==> src/rtl/ctw_pkg.sv <==
`default_nettype none

package ctw_pkg;

    // ------------------------------------------------------------------
    // Register map: printed offsets are word indices, byte address = 4x.
    // ------------------------------------------------------------------
    localparam logic [15:0] CTW_IDX_CTL_STAT = 16'h0008;
    localparam logic [15:0] CTW_IDX_COUNT = 16'h0009;
    localparam logic [15:0] CTW_IDX_SERVICE = 16'h1ff0;
    localparam logic [15:0] CTW_ADDR_CTL_STAT = 16'(CTW_IDX_CTL_STAT * 4);
    localparam logic [15:0] CTW_ADDR_COUNT = 16'(CTW_IDX_COUNT * 4);
    localparam logic [15:0] CTW_ADDR_SERVICE = 16'(CTW_IDX_SERVICE * 4);

    // ------------------------------------------------------------------
    // Control/status field positions.
    // ------------------------------------------------------------------
    localparam int CTW_BIT_ROLL_FLAG = 7;
    localparam int CTW_BIT_PER_FLAG = 6;
    localparam int CTW_BIT_ROLL_IE = 5;
    localparam int CTW_BIT_PER_IE = 4;
    localparam int CTW_BIT_ROLL_CLR = 3;
    localparam int CTW_BIT_PER_CLR = 2;
    localparam int CTW_BIT_RATE_HI = 1;
    localparam int CTW_BIT_RATE_LO = 0;
    localparam int CTW_BIT_SERVICE = 0;

    // ------------------------------------------------------------------
    // Reset values.
    // ------------------------------------------------------------------
    localparam logic [1:0] CTW_RATE_RESET = 2'h3;
    localparam logic [7:0] CTW_COUNT_RESET = 8'h00;

    // ------------------------------------------------------------------
    // Chain layout and timing counts in bus clock cycles.
    // ------------------------------------------------------------------
    localparam int CTW_PRESCALE_BITS = 2;
    localparam int CTW_COUNT_BITS = 8;
    localparam int CTW_RTI_BASE_BITS = 14;
    localparam int CTW_CHAIN_BITS = 17;
    localparam int CTW_POR_CYCLES = 4064;
    localparam int CTW_WDOG_BITS = 3;
    localparam int CTW_ROLL_CYCLES = 1024;

endpackage : ctw_pkg

`default_nettype wire
==> src/rtl/ctw_core_timer.sv <==
// Overview of operation
// - An 8-bit counter advances once every four bus clocks.
// - Software reads the 8-bit count anytime without disturbing it.
// - Rollover flag sets when the 8-bit counter wraps from ff to 00.
// - Rollover flag with rollover enable raises the interrupt request.
// - Writing one to control bit 3 clears rollover flag; reset clears it.
// - Reset clears the rollover interrupt enable.
// - Rollover happens once every 1024 bus clocks.
// - Four further stages give a clock at bus rate over 16384.
// - Three more stages, one of four taps chosen by two rate bits.
// - Watchdog divides the selected periodic tick by eight, times out on overflow.
// - Timeout lands seven to eight periodic periods after last service.
// - Service clears only the watchdog stage, chain keeps running.
// - Watchdog timeout raises an internal device reset.
// - Power-on clears the chain then counts while holding reset.
// - After the power-on hold, chain clears again; counts if pin released.
// - External reset pin during operation clears the whole chain.
// - Power-on hold is taken from the chain at 4064 bus clocks.
// - A watchdog enable input decides whether the watchdog runs.
// - Rate bits, both enables and both flags share the control register.
// - Periodic flag sets at each selected tap; with enable it requests interrupt.
// - Writing one to periodic clear bit clears flag; bit reads zero.
// - Reset selects rate code 11; codes select 2^14 up to 2^17.
// - Count register is read-only and reset to zero.
//
// Decided for this implementation: the APB slave port.

`default_nettype none

module ctw_core_timer
    import ctw_pkg::*;
#(
    parameter int POR_CYCLES = CTW_POR_CYCLES
) (
    input wire logic pclk,
    input wire logic presetn,
    input wire logic psel,
    input wire logic penable,
    input wire logic pwrite,
    input wire logic [15:0] paddr,
    input wire logic [31:0] pwdata,
    output logic [31:0] prdata,
    output logic pready,
    output logic pslverr,
    input wire logic ext_reset_n,
    input wire logic wdog_enable,
    output logic irq,
    output logic sys_reset_n
);

    // ------------------------------------------------------------------
    // Pin synchronisers.
    // ------------------------------------------------------------------
    logic [1:0] ext_rst_sync_reg;
    logic [1:0] wdog_en_sync_reg;

    always_ff @(posedge pclk or negedge presetn) begin
        if (!presetn) begin
            ext_rst_sync_reg <= 2'h0;
            wdog_en_sync_reg <= 2'h0;
        end else begin
            ext_rst_sync_reg <= {ext_rst_sync_reg[0], ext_reset_n};
            wdog_en_sync_reg <= {wdog_en_sync_reg[0], wdog_enable};
        end
    end

    logic ext_rst_active;
    logic wdog_on;
    assign ext_rst_active = !ext_rst_sync_reg[1];
    assign wdog_on = wdog_en_sync_reg[1];

    // ------------------------------------------------------------------
    // Bus decode.
    // ------------------------------------------------------------------
    logic setup_phase;
    logic access_done;
    logic hit_ctl;
    logic hit_count;
    logic hit_service;
    logic wr_ctl;
    logic wr_service;

    assign setup_phase = psel && !penable;
    assign access_done = psel && penable && pready;
    assign hit_ctl = (paddr == CTW_ADDR_CTL_STAT);
    assign hit_count = (paddr == CTW_ADDR_COUNT);
    assign hit_service = (paddr == CTW_ADDR_SERVICE);
    assign wr_ctl = access_done && pwrite && hit_ctl;
    assign wr_service = access_done && pwrite && hit_service;

    // ------------------------------------------------------------------
    // Reset sequencing.
    // ------------------------------------------------------------------
    logic por_hold_reg;
    logic wdog_fire_reg;
    logic [CTW_CHAIN_BITS-1:0] chain_reg;
    logic por_done;
    logic chain_clear;
    logic regs_clear;

    assign por_done = por_hold_reg && (chain_reg == CTW_CHAIN_BITS'(POR_CYCLES - 1));
    assign chain_clear = por_done || ext_rst_active || wdog_fire_reg;
    assign regs_clear = por_hold_reg || ext_rst_active || wdog_fire_reg;

    always_ff @(posedge pclk or negedge presetn) begin
        if (!presetn) begin
            por_hold_reg <= 1'b1;
        end else if (por_done) begin
            por_hold_reg <= 1'b0;
        end
    end

    always_ff @(posedge pclk or negedge presetn) begin
        if (!presetn) begin
            sys_reset_n <= 1'b0;
        end else begin
            sys_reset_n <= !(por_hold_reg || ext_rst_active || wdog_fire_reg);
        end
    end

    // ------------------------------------------------------------------
    // Counter chain: prescaler, 8-bit counter, four stages, three stages.
    // ------------------------------------------------------------------
    always_ff @(posedge pclk or negedge presetn) begin
        if (!presetn) begin
            chain_reg <= '0;
        end else if (chain_clear) begin
            chain_reg <= '0;
        end else begin
            chain_reg <= chain_reg + 1'b1;
        end
    end

    logic [7:0] tick_count_reg;
    assign tick_count_reg = chain_reg[CTW_PRESCALE_BITS +: CTW_COUNT_BITS];

    localparam int ROLL_BITS = CTW_PRESCALE_BITS + CTW_COUNT_BITS;
    logic roll_tick;
    assign roll_tick = !chain_clear && (&chain_reg[ROLL_BITS-1:0]);

    logic [1:0] rate_sel_reg;
    logic [CTW_CHAIN_BITS-1:0] tap_mask;
    logic rti_tick;

    // Low bits that must all be one before the selected tap rolls.
    always_comb begin
        tap_mask = '0;
        case (rate_sel_reg)
            2'h0: tap_mask = CTW_CHAIN_BITS'((1 << CTW_RTI_BASE_BITS) - 1);
            2'h1: tap_mask = CTW_CHAIN_BITS'((1 << (CTW_RTI_BASE_BITS + 1)) - 1);
            2'h2: tap_mask = CTW_CHAIN_BITS'((1 << (CTW_RTI_BASE_BITS + 2)) - 1);
            default: tap_mask = CTW_CHAIN_BITS'((1 << (CTW_RTI_BASE_BITS + 3)) - 1);
        endcase
    end

    assign rti_tick = !chain_clear && ((chain_reg & tap_mask) == tap_mask);

    // ------------------------------------------------------------------
    // Control/status register.
    // ------------------------------------------------------------------
    logic rollover_flag_reg;
    logic periodic_flag_reg;
    logic rollover_irq_en_reg;
    logic periodic_irq_en_reg;

    always_ff @(posedge pclk or negedge presetn) begin
        if (!presetn) begin
            rollover_irq_en_reg <= 1'b0;
            periodic_irq_en_reg <= 1'b0;
            rate_sel_reg <= CTW_RATE_RESET;
        end else if (regs_clear) begin
            rollover_irq_en_reg <= 1'b0;
            periodic_irq_en_reg <= 1'b0;
            rate_sel_reg <= CTW_RATE_RESET;
        end else if (wr_ctl) begin
            rollover_irq_en_reg <= pwdata[CTW_BIT_ROLL_IE];
            periodic_irq_en_reg <= pwdata[CTW_BIT_PER_IE];
            rate_sel_reg <= {pwdata[CTW_BIT_RATE_HI], pwdata[CTW_BIT_RATE_LO]};
        end
    end

    logic roll_clr_wr;
    logic per_clr_wr;
    assign roll_clr_wr = wr_ctl && pwdata[CTW_BIT_ROLL_CLR];
    assign per_clr_wr = wr_ctl && pwdata[CTW_BIT_PER_CLR];

    always_ff @(posedge pclk or negedge presetn) begin
        if (!presetn) begin
            rollover_flag_reg <= 1'b0;
        end else if (regs_clear) begin
            rollover_flag_reg <= 1'b0;
        end else if (roll_tick) begin
            rollover_flag_reg <= 1'b1;
        end else if (roll_clr_wr) begin
            rollover_flag_reg <= 1'b0;
        end
    end

    always_ff @(posedge pclk or negedge presetn) begin
        if (!presetn) begin
            periodic_flag_reg <= 1'b0;
        end else if (regs_clear) begin
            periodic_flag_reg <= 1'b0;
        end else if (rti_tick) begin
            periodic_flag_reg <= 1'b1;
        end else if (per_clr_wr) begin
            periodic_flag_reg <= 1'b0;
        end
    end

    always_ff @(posedge pclk or negedge presetn) begin
        if (!presetn) begin
            irq <= 1'b0;
        end else begin
            irq <= (rollover_flag_reg && rollover_irq_en_reg) || (periodic_flag_reg && periodic_irq_en_reg);
        end
    end

    // ------------------------------------------------------------------
    // Watchdog stage.
    // ------------------------------------------------------------------
    logic [CTW_WDOG_BITS-1:0] wdog_cnt_reg;
    logic wdog_service;
    logic wdog_overflow;

    assign wdog_service = wr_service && !pwdata[CTW_BIT_SERVICE];
    assign wdog_overflow = wdog_on && rti_tick && !wdog_service && (&wdog_cnt_reg);

    always_ff @(posedge pclk or negedge presetn) begin
        if (!presetn) begin
            wdog_cnt_reg <= '0;
        end else if (regs_clear || !wdog_on || wdog_service) begin
            wdog_cnt_reg <= '0;
        end else if (rti_tick) begin
            wdog_cnt_reg <= wdog_cnt_reg + 1'b1;
        end
    end

    always_ff @(posedge pclk or negedge presetn) begin
        if (!presetn) begin
            wdog_fire_reg <= 1'b0;
        end else begin
            wdog_fire_reg <= wdog_overflow && !regs_clear;
        end
    end

    // ------------------------------------------------------------------
    // APB slave: one wait-free access phase after every setup cycle.
    // ------------------------------------------------------------------
    logic [7:0] ctl_read;
    assign ctl_read = {rollover_flag_reg, periodic_flag_reg, rollover_irq_en_reg, periodic_irq_en_reg,
                       2'h0, rate_sel_reg};

    always_ff @(posedge pclk or negedge presetn) begin
        if (!presetn) begin
            pready <= 1'b0;
            pslverr <= 1'b0;
            prdata <= '0;
        end else begin
            pready <= setup_phase;
            pslverr <= setup_phase && !(hit_ctl || hit_count || hit_service);
            if (setup_phase && !pwrite && hit_ctl) begin
                prdata <= {24'h0, ctl_read};
            end else if (setup_phase && !pwrite && hit_count) begin
                prdata <= {24'h0, tick_count_reg};
            end else if (setup_phase) begin
                prdata <= '0;
            end
        end
    end
endmodule : ctw_core_timer

`default_nettype wire

==> config.mk <==
export PLATFORM = sky130hd
export DESIGN_NAME = ctw_core_timer
export DESIGN_NICKNAME = d
export VERILOG_FILES = /design/src/rtl/ctw_pkg.sv /design/src/rtl/ctw_core_timer.sv
export SDC_FILE = /design/constraint.sdc
export NUM_CORES = 1
export LEC_CHECK = 0
export ABC_AREA = 0
export BUFFER_PORTS_ARGS = -buffer_cell sky130_fd_sc_hd__buf_2
export CORE_MARGIN = 1.5
export CORE_UTILIZATION = 52
export DETAILED_ROUTE_END_ITERATION = 8
export PLACE_DENSITY_LB_ADDON = 0.1
export SYNTH_ARGS = -nofsm -noshare
export SYNTH_HDL_FRONTEND = slang
export SYNTH_SLANG_ARGS = --single-unit
==> constraint.sdc <==
create_clock -name pclk -period 3 [get_ports pclk]
set_input_delay 0.6 -clock pclk [delete_from_list [all_inputs] [get_ports pclk]]
set_output_delay 0.6 -clock pclk [all_outputs]
set_load 0.01 [all_outputs]
## Yosys cells after proc, flatten, opt, wreduce, memory -nomap -nowiden

Index checks and enable logic that the tools add are counted.
W data, S select, Z words.

- Bitwise gates (word level): 1
- Muxes and demuxes: 19
- Add/subtract/negate cells: 2
- Reduce and logical (&&, ||, !) cells: 48
- Equal/unequal tests: 7

Operator list:

| operator | number |
|---|---|
| $mux W32 | 3 |
| $pmux W17 S3 | 1 |
| $eq A16 B6 Y1 const B | 2 |
| $logic_and A1 B1 Y1 | 22 |
| $add A17 B1 Y17 const B | 1 |
| $and A17 B17 Y17 | 1 |
| $eq A17 B12 Y1 const B | 1 |
| $eq A17 B17 Y1 | 1 |
| $mux W17 | 1 |
| $eq A16 B15 Y1 const B | 1 |
| $mux W1 | 10 |
| $reduce_and A10 Y1 | 1 |
| $logic_not A1 Y1 | 9 |
| $logic_or A1 B1 Y1 | 9 |
| $reduce_bool A3 Y1 | 3 |
| $mux W3 | 2 |
| $mux W2 | 2 |
| $reduce_bool A2 Y1 | 2 |
| $add A3 B1 Y3 const B | 1 |
| $reduce_and A3 Y1 | 1 |
| $eq A2 B1 Y1 const B | 1 |
| $eq A2 B2 Y1 const B | 1 |
| $logic_not A2 Y1 | 1 |

- Input port bits: 55
- Word-level logic and storage cells: 93
- Bits in registers: 68
- Output and inout bits: 36

## Logic depth before layout (Yosys ltp)

- Depth in word-level cells: 10
- Gate-level depth with buffers: 6

## Worst setup path after synthesis

Ideal clock, no wire load.

- Path kind: input-to-reg
- Start point: in paddr[5]
- End point: reg wdog_fire_reg
- Setup slack: 0.907 ns
- Data arrival time: 1.962 ns
- Stages on the path: 4
- Cells stage by stage: or4b_2 > or3_1 > o31ai_4 > nor3_1

- Cells in the longest elaborated chain, start to end: 7

RTL lines:

| item | line | RTL |
|---|---|---|
| from (decl) | ctw_core_timer.sv:40 | `input wire logic [15:0] paddr,` |
| $eq A16 B15 Y1 | ctw_core_timer.sv:87 | `assign hit_service = (paddr == CTW_ADDR_SERVICE);` |
| $logic_and A1 B1 Y1 | ctw_core_timer.sv:89 | `assign wr_service = access_done && pwrite && hit_service;` |
| $logic_and A1 B1 Y1 | ctw_core_timer.sv:226 | `assign wdog_service = wr_service && !pwdata[CTW_BIT_SERVICE];` |
| $logic_not A1 Y1 | ctw_core_timer.sv:227 | `assign wdog_overflow = wdog_on && rti_tick && !wdog_service && (&wdog_cnt_reg);` |
| $logic_and A1 B1 Y1 (2 in series) | ctw_core_timer.sv:227 |  |
| $logic_and A1 B1 Y1 | ctw_core_timer.sv:243 | `wdog_fire_reg <= wdog_overflow && !regs_clear;` |
| to (signal assigned) | ctw_core_timer.sv:243 |  |
| to (decl) | ctw_core_timer.sv:95 | `logic wdog_fire_reg;` |

No other way between the ends.
A chain may end at the register's enable or synchronous reset.

## Worst setup path in the final report

- Start point: in paddr[4]
- End point: reg prdata[6]

- Cells in the longest elaborated chain, start to end: 4
- Elaborated cells on any way between the ends: 7

RTL lines:

| item | line | RTL |
|---|---|---|
| $eq A16 B6 Y1 | ctw_core_timer.sv:86 | `assign hit_count = (paddr == CTW_ADDR_COUNT);` |
| $logic_and A1 B1 Y1 | ctw_core_timer.sv:264 | `end else if (setup_phase && !pwrite && hit_count) begin` |
| $mux W32 | ctw_core_timer.sv:264 |  |
| $mux W32 | ctw_core_timer.sv:262 | `if (setup_phase && !pwrite && hit_ctl) begin` |
| to (signal assigned) | ctw_core_timer.sv:263 | `prdata <= {24'h0, ctl_read};` |
| to (signal assigned) | ctw_core_timer.sv:265 | `prdata <= {24'h0, tick_count_reg};` |
| to (decl) | ctw_core_timer.sv:42 | `output logic [31:0] prdata,` |

Several ways; a longest one is shown, not always the timed one.

==> reports/metrics.csv <==
metric,value,unit
finalSetupViolations,0,
area_growth,10.6,%
synth_edf_count,0,
synth_fa_ha_area_share,1.62,%
synthesis.area,0.00231,mm^2
vias,1715,
grt_use_total,19.6,%
die_w,69.7,um
fin_area,0.00256,mm^2
syn_area_per_cell,10.4,um^2
synth-warning-count,0,
ys_seq_area_share,47.7,%
power.leakage,0.00115,uW
synth-simple-area-share,23.6,%
rsz0062_at_grt,no,
rrSetupSlack,0.93,ns
p_int,812,uW
p_clk_share,35.6,%
cts_resized,0,
crit_path_max_fanout,8,
dpl.hpwl,3280,um
insertion_delay,0.29,ns
synth_cell_types,44,
p_per_area,413,mW/mm^2
r2r_start,chain_reg[0],
r2r_end,chain_reg[8],
path_class,in2reg,
cts-root-buf,clkbuf_8,
tightest_slew,0.980,ns
diodes,0,
crit_required,3.23,ns
hp-start,ext_rst_sync_reg[0],
grt_pass1_vias,1581,
clkSlewWorstSetupHoldPaths,0.08,ns
cp-end-kind,flop,
port_buffers,40,
finalMaxSlewViolations,0,
clock_sinks,44,
drive_gt1_share,23.2,%
ant_nets,0,
drt_iter0_markers,127,
grt_first_pass_wirelength,7540,um
cts_hold_buf,0,
numCtsBuffers,5,
cts_setup_buffers,0,
cts_tree,built,
post_drt_wl_per_cell,14.2,um
nNetsFinal,324,
finalHoldViolCount,0,
cts_max_level,2,
synth_compound_area_share,12.2,%
period_minus_slack,2.07,ns
finalSetupTns,0,ns
holdCritPathClass,reg2reg,
crit_start,paddr[4],
finClkSkew,0.00549,ns
relSlewSlack,34.7,%
p_sw,245,uW
period_share,69.1,%
maxCapViolCount,0,
drt_wl_total,4540,um
vdd_ir_drop_max,0.000210,V
postSynthCellCount,223,
cp_data_arrival_time,2.31,ns
antenna_found_initial,0,
route.detailed.drc,0,
firstDrtPassIters,4,
ios,91,
status,"complete, no violations",
die_h,69.7,um
p_comb_share,7.0,%
synth_ff_type,dfrtp_1,
gp_congestion,0.800,
ff2ff_path_depth,5,
async_reset_ff_share,100,%
grt_overflow,0,
endpoint,prdata[6],
synth_top_family_by_area,simple AND/OR/NAND/NOR gates,
placed_area,0.00247,mm^2
grt_max_degree,45,
viasPerCell,5.38,
start_util,53.5,%
dieArea,0.00486,mm^2
largest_register_ff_count,17,
fmax,482,MHz
synth_seq_cells,44,
synthXorXnorAreaFrac,4.92,%
fp-row-count,24,
p_sw_share,23.2,%
muxShareOfSynthArea,0,%
ctsLongestPathBuffers,2,
crit_path_start_kind,input pin,
seq_power_share,57.4,%
core,0.00432,mm^2
==> logic make-up after synthesis <==
logic type / after synthesis
AO/OA/AOI/OAI: 37
XOR/XNOR: 13
adder cells (fa/ha/maj): 3
buffers and inverters: 35
flip-flops: 44
other: 1
AND/OR/NAND/NOR: 90
==> routing by layer <==
layer	routed length, um	vias up	global-route usage, %
met2	2130	51	31.2
met1	2120	815	27.0
met3	258	4	4.07
met5	0	-	0
met4	27	0	6.41
li1	-	845	-
==> critical path: stages <==
cell and delay, ns:
buf_2 0.10, nor4b_1 0.40, nand3_1 0.35, nor4b_2 0.60
a221o_1 0.25
==> through the flow <==
| step | hold WS (ns) | setup WS [ns] | cells | utilization (%) | total power, uW |
|---|---|---|---|---|---|
| global placement | 0.333 | 0.645 | 311 | 57.1 | 691 |
| detailed placement | 0.336 | 0.622 | 311 | 57.1 | 693 |
| finish | 0.352 | 0.926 | 319 | 59.2 | 1060 |
| floorplan | 0.304 | 0.907 | 246 | - | 675 |
| CTS | 0.354 | 0.890 | 319 | 59.2 | 1070 |
| global route | 0.362 | 0.770 | 319 | 59.2 | 1110 |
==> layout by cell type, fill, tap and decap left out, drive strengths merged <==
cell and instances:
dfstp 3, and4 1, and4bb 1, or3 6, nor3b 1, and2b 2, clkbuf 8, o31a 1
nor4b 2, or4b 1, xnor2 9, o31ai 6, xor2 4, buf 40, o21ai 10, dfrtp 41
and2 7, inv 8, nand2b 2, ha 3, conb 24, o21a 2, a221o 6, and3 1
and4b 1, a21oi 9, nor4 6, a22o 3, nor2 20, nand3 13, nor3 6, or2 1
nand2 6, or4 3, nand4 10
==> cells in the mapped netlist (2+ instances only) <==
| master | n | area share [%] |
|---|---|---|
| dfrtp_1 | 41 | 44 |
| buf_4 | 25 | 8.1 |
| nor2_1 | 20 | 3.2 |
| nand3_1 | 12 | 2.6 |
| o21ai_0 | 10 | 2.2 |
| nand4_1 | 9 | 2.4 |
| xnor2_1 | 9 | 3.4 |
| a21oi_1 | 8 | 1.7 |
| inv_1 | 8 | 1.3 |
| nand2_1 | 6 | 0.97 |
| nor3_1 | 6 | 1.3 |
| nor4_1 | 6 | 1.6 |
| or3_1 | 6 | 1.6 |
| a221o_1 | 5 | 2.2 |
| and2_0 | 5 | 1.4 |
| o31ai_1 | 4 | 1.3 |
| xor2_1 | 4 | 1.5 |
| a22o_1 | 3 | 1.1 |
| dfstp_2 | 3 | 3.4 |
| ha_1 | 3 | 1.6 |
| and2_1 | 2 | 0.54 |
| and2b_1 | 2 | 0.65 |
| nand2b_1 | 2 | 0.54 |
| o21a_1 | 2 | 0.65 |
| o31ai_4 | 2 | 1.8 |
| or4_4 | 2 | 0.97 |
==> worst min-delay path by stage <==
stage | slack (ns) | cells after the start | endpoint
2_1_floorplan | 0.30 | 0 | chain_reg[0]
3_3_place_gp | 0.33 | 0 | ext_rst_sync_reg[1]
3_5_place_dp | 0.34 | 0 | ext_rst_sync_reg[1]
4_1_cts | 0.35 | 0 | ext_rst_sync_reg[1]
5_1_grt | 0.36 | 0 | ext_rst_sync_reg[1]
6_report | 0.35 | 0 | ext_rst_sync_reg[1]
==> layout make-up <==
cell class                 instances  area, um^2
inverter                           8        30.0
timing repair buffer              40         200
clock buffer                       8        90.1
fill                             379        1760
multi-input combinational        167        1070
sequential                        44        1100
tap                               52        65.1
==> power by group through the flow <==
stage	combinational (uW)	clock, uW	sequential (uW)
after global routing	82.9	419	608
after floorplan	56.9	0	618
after detailed placement	74.4	0	618
final	73.8	376	607
after global placement	73.2	0	618
after CTS	74.7	392	607
(Power assumes the default switching activity.)
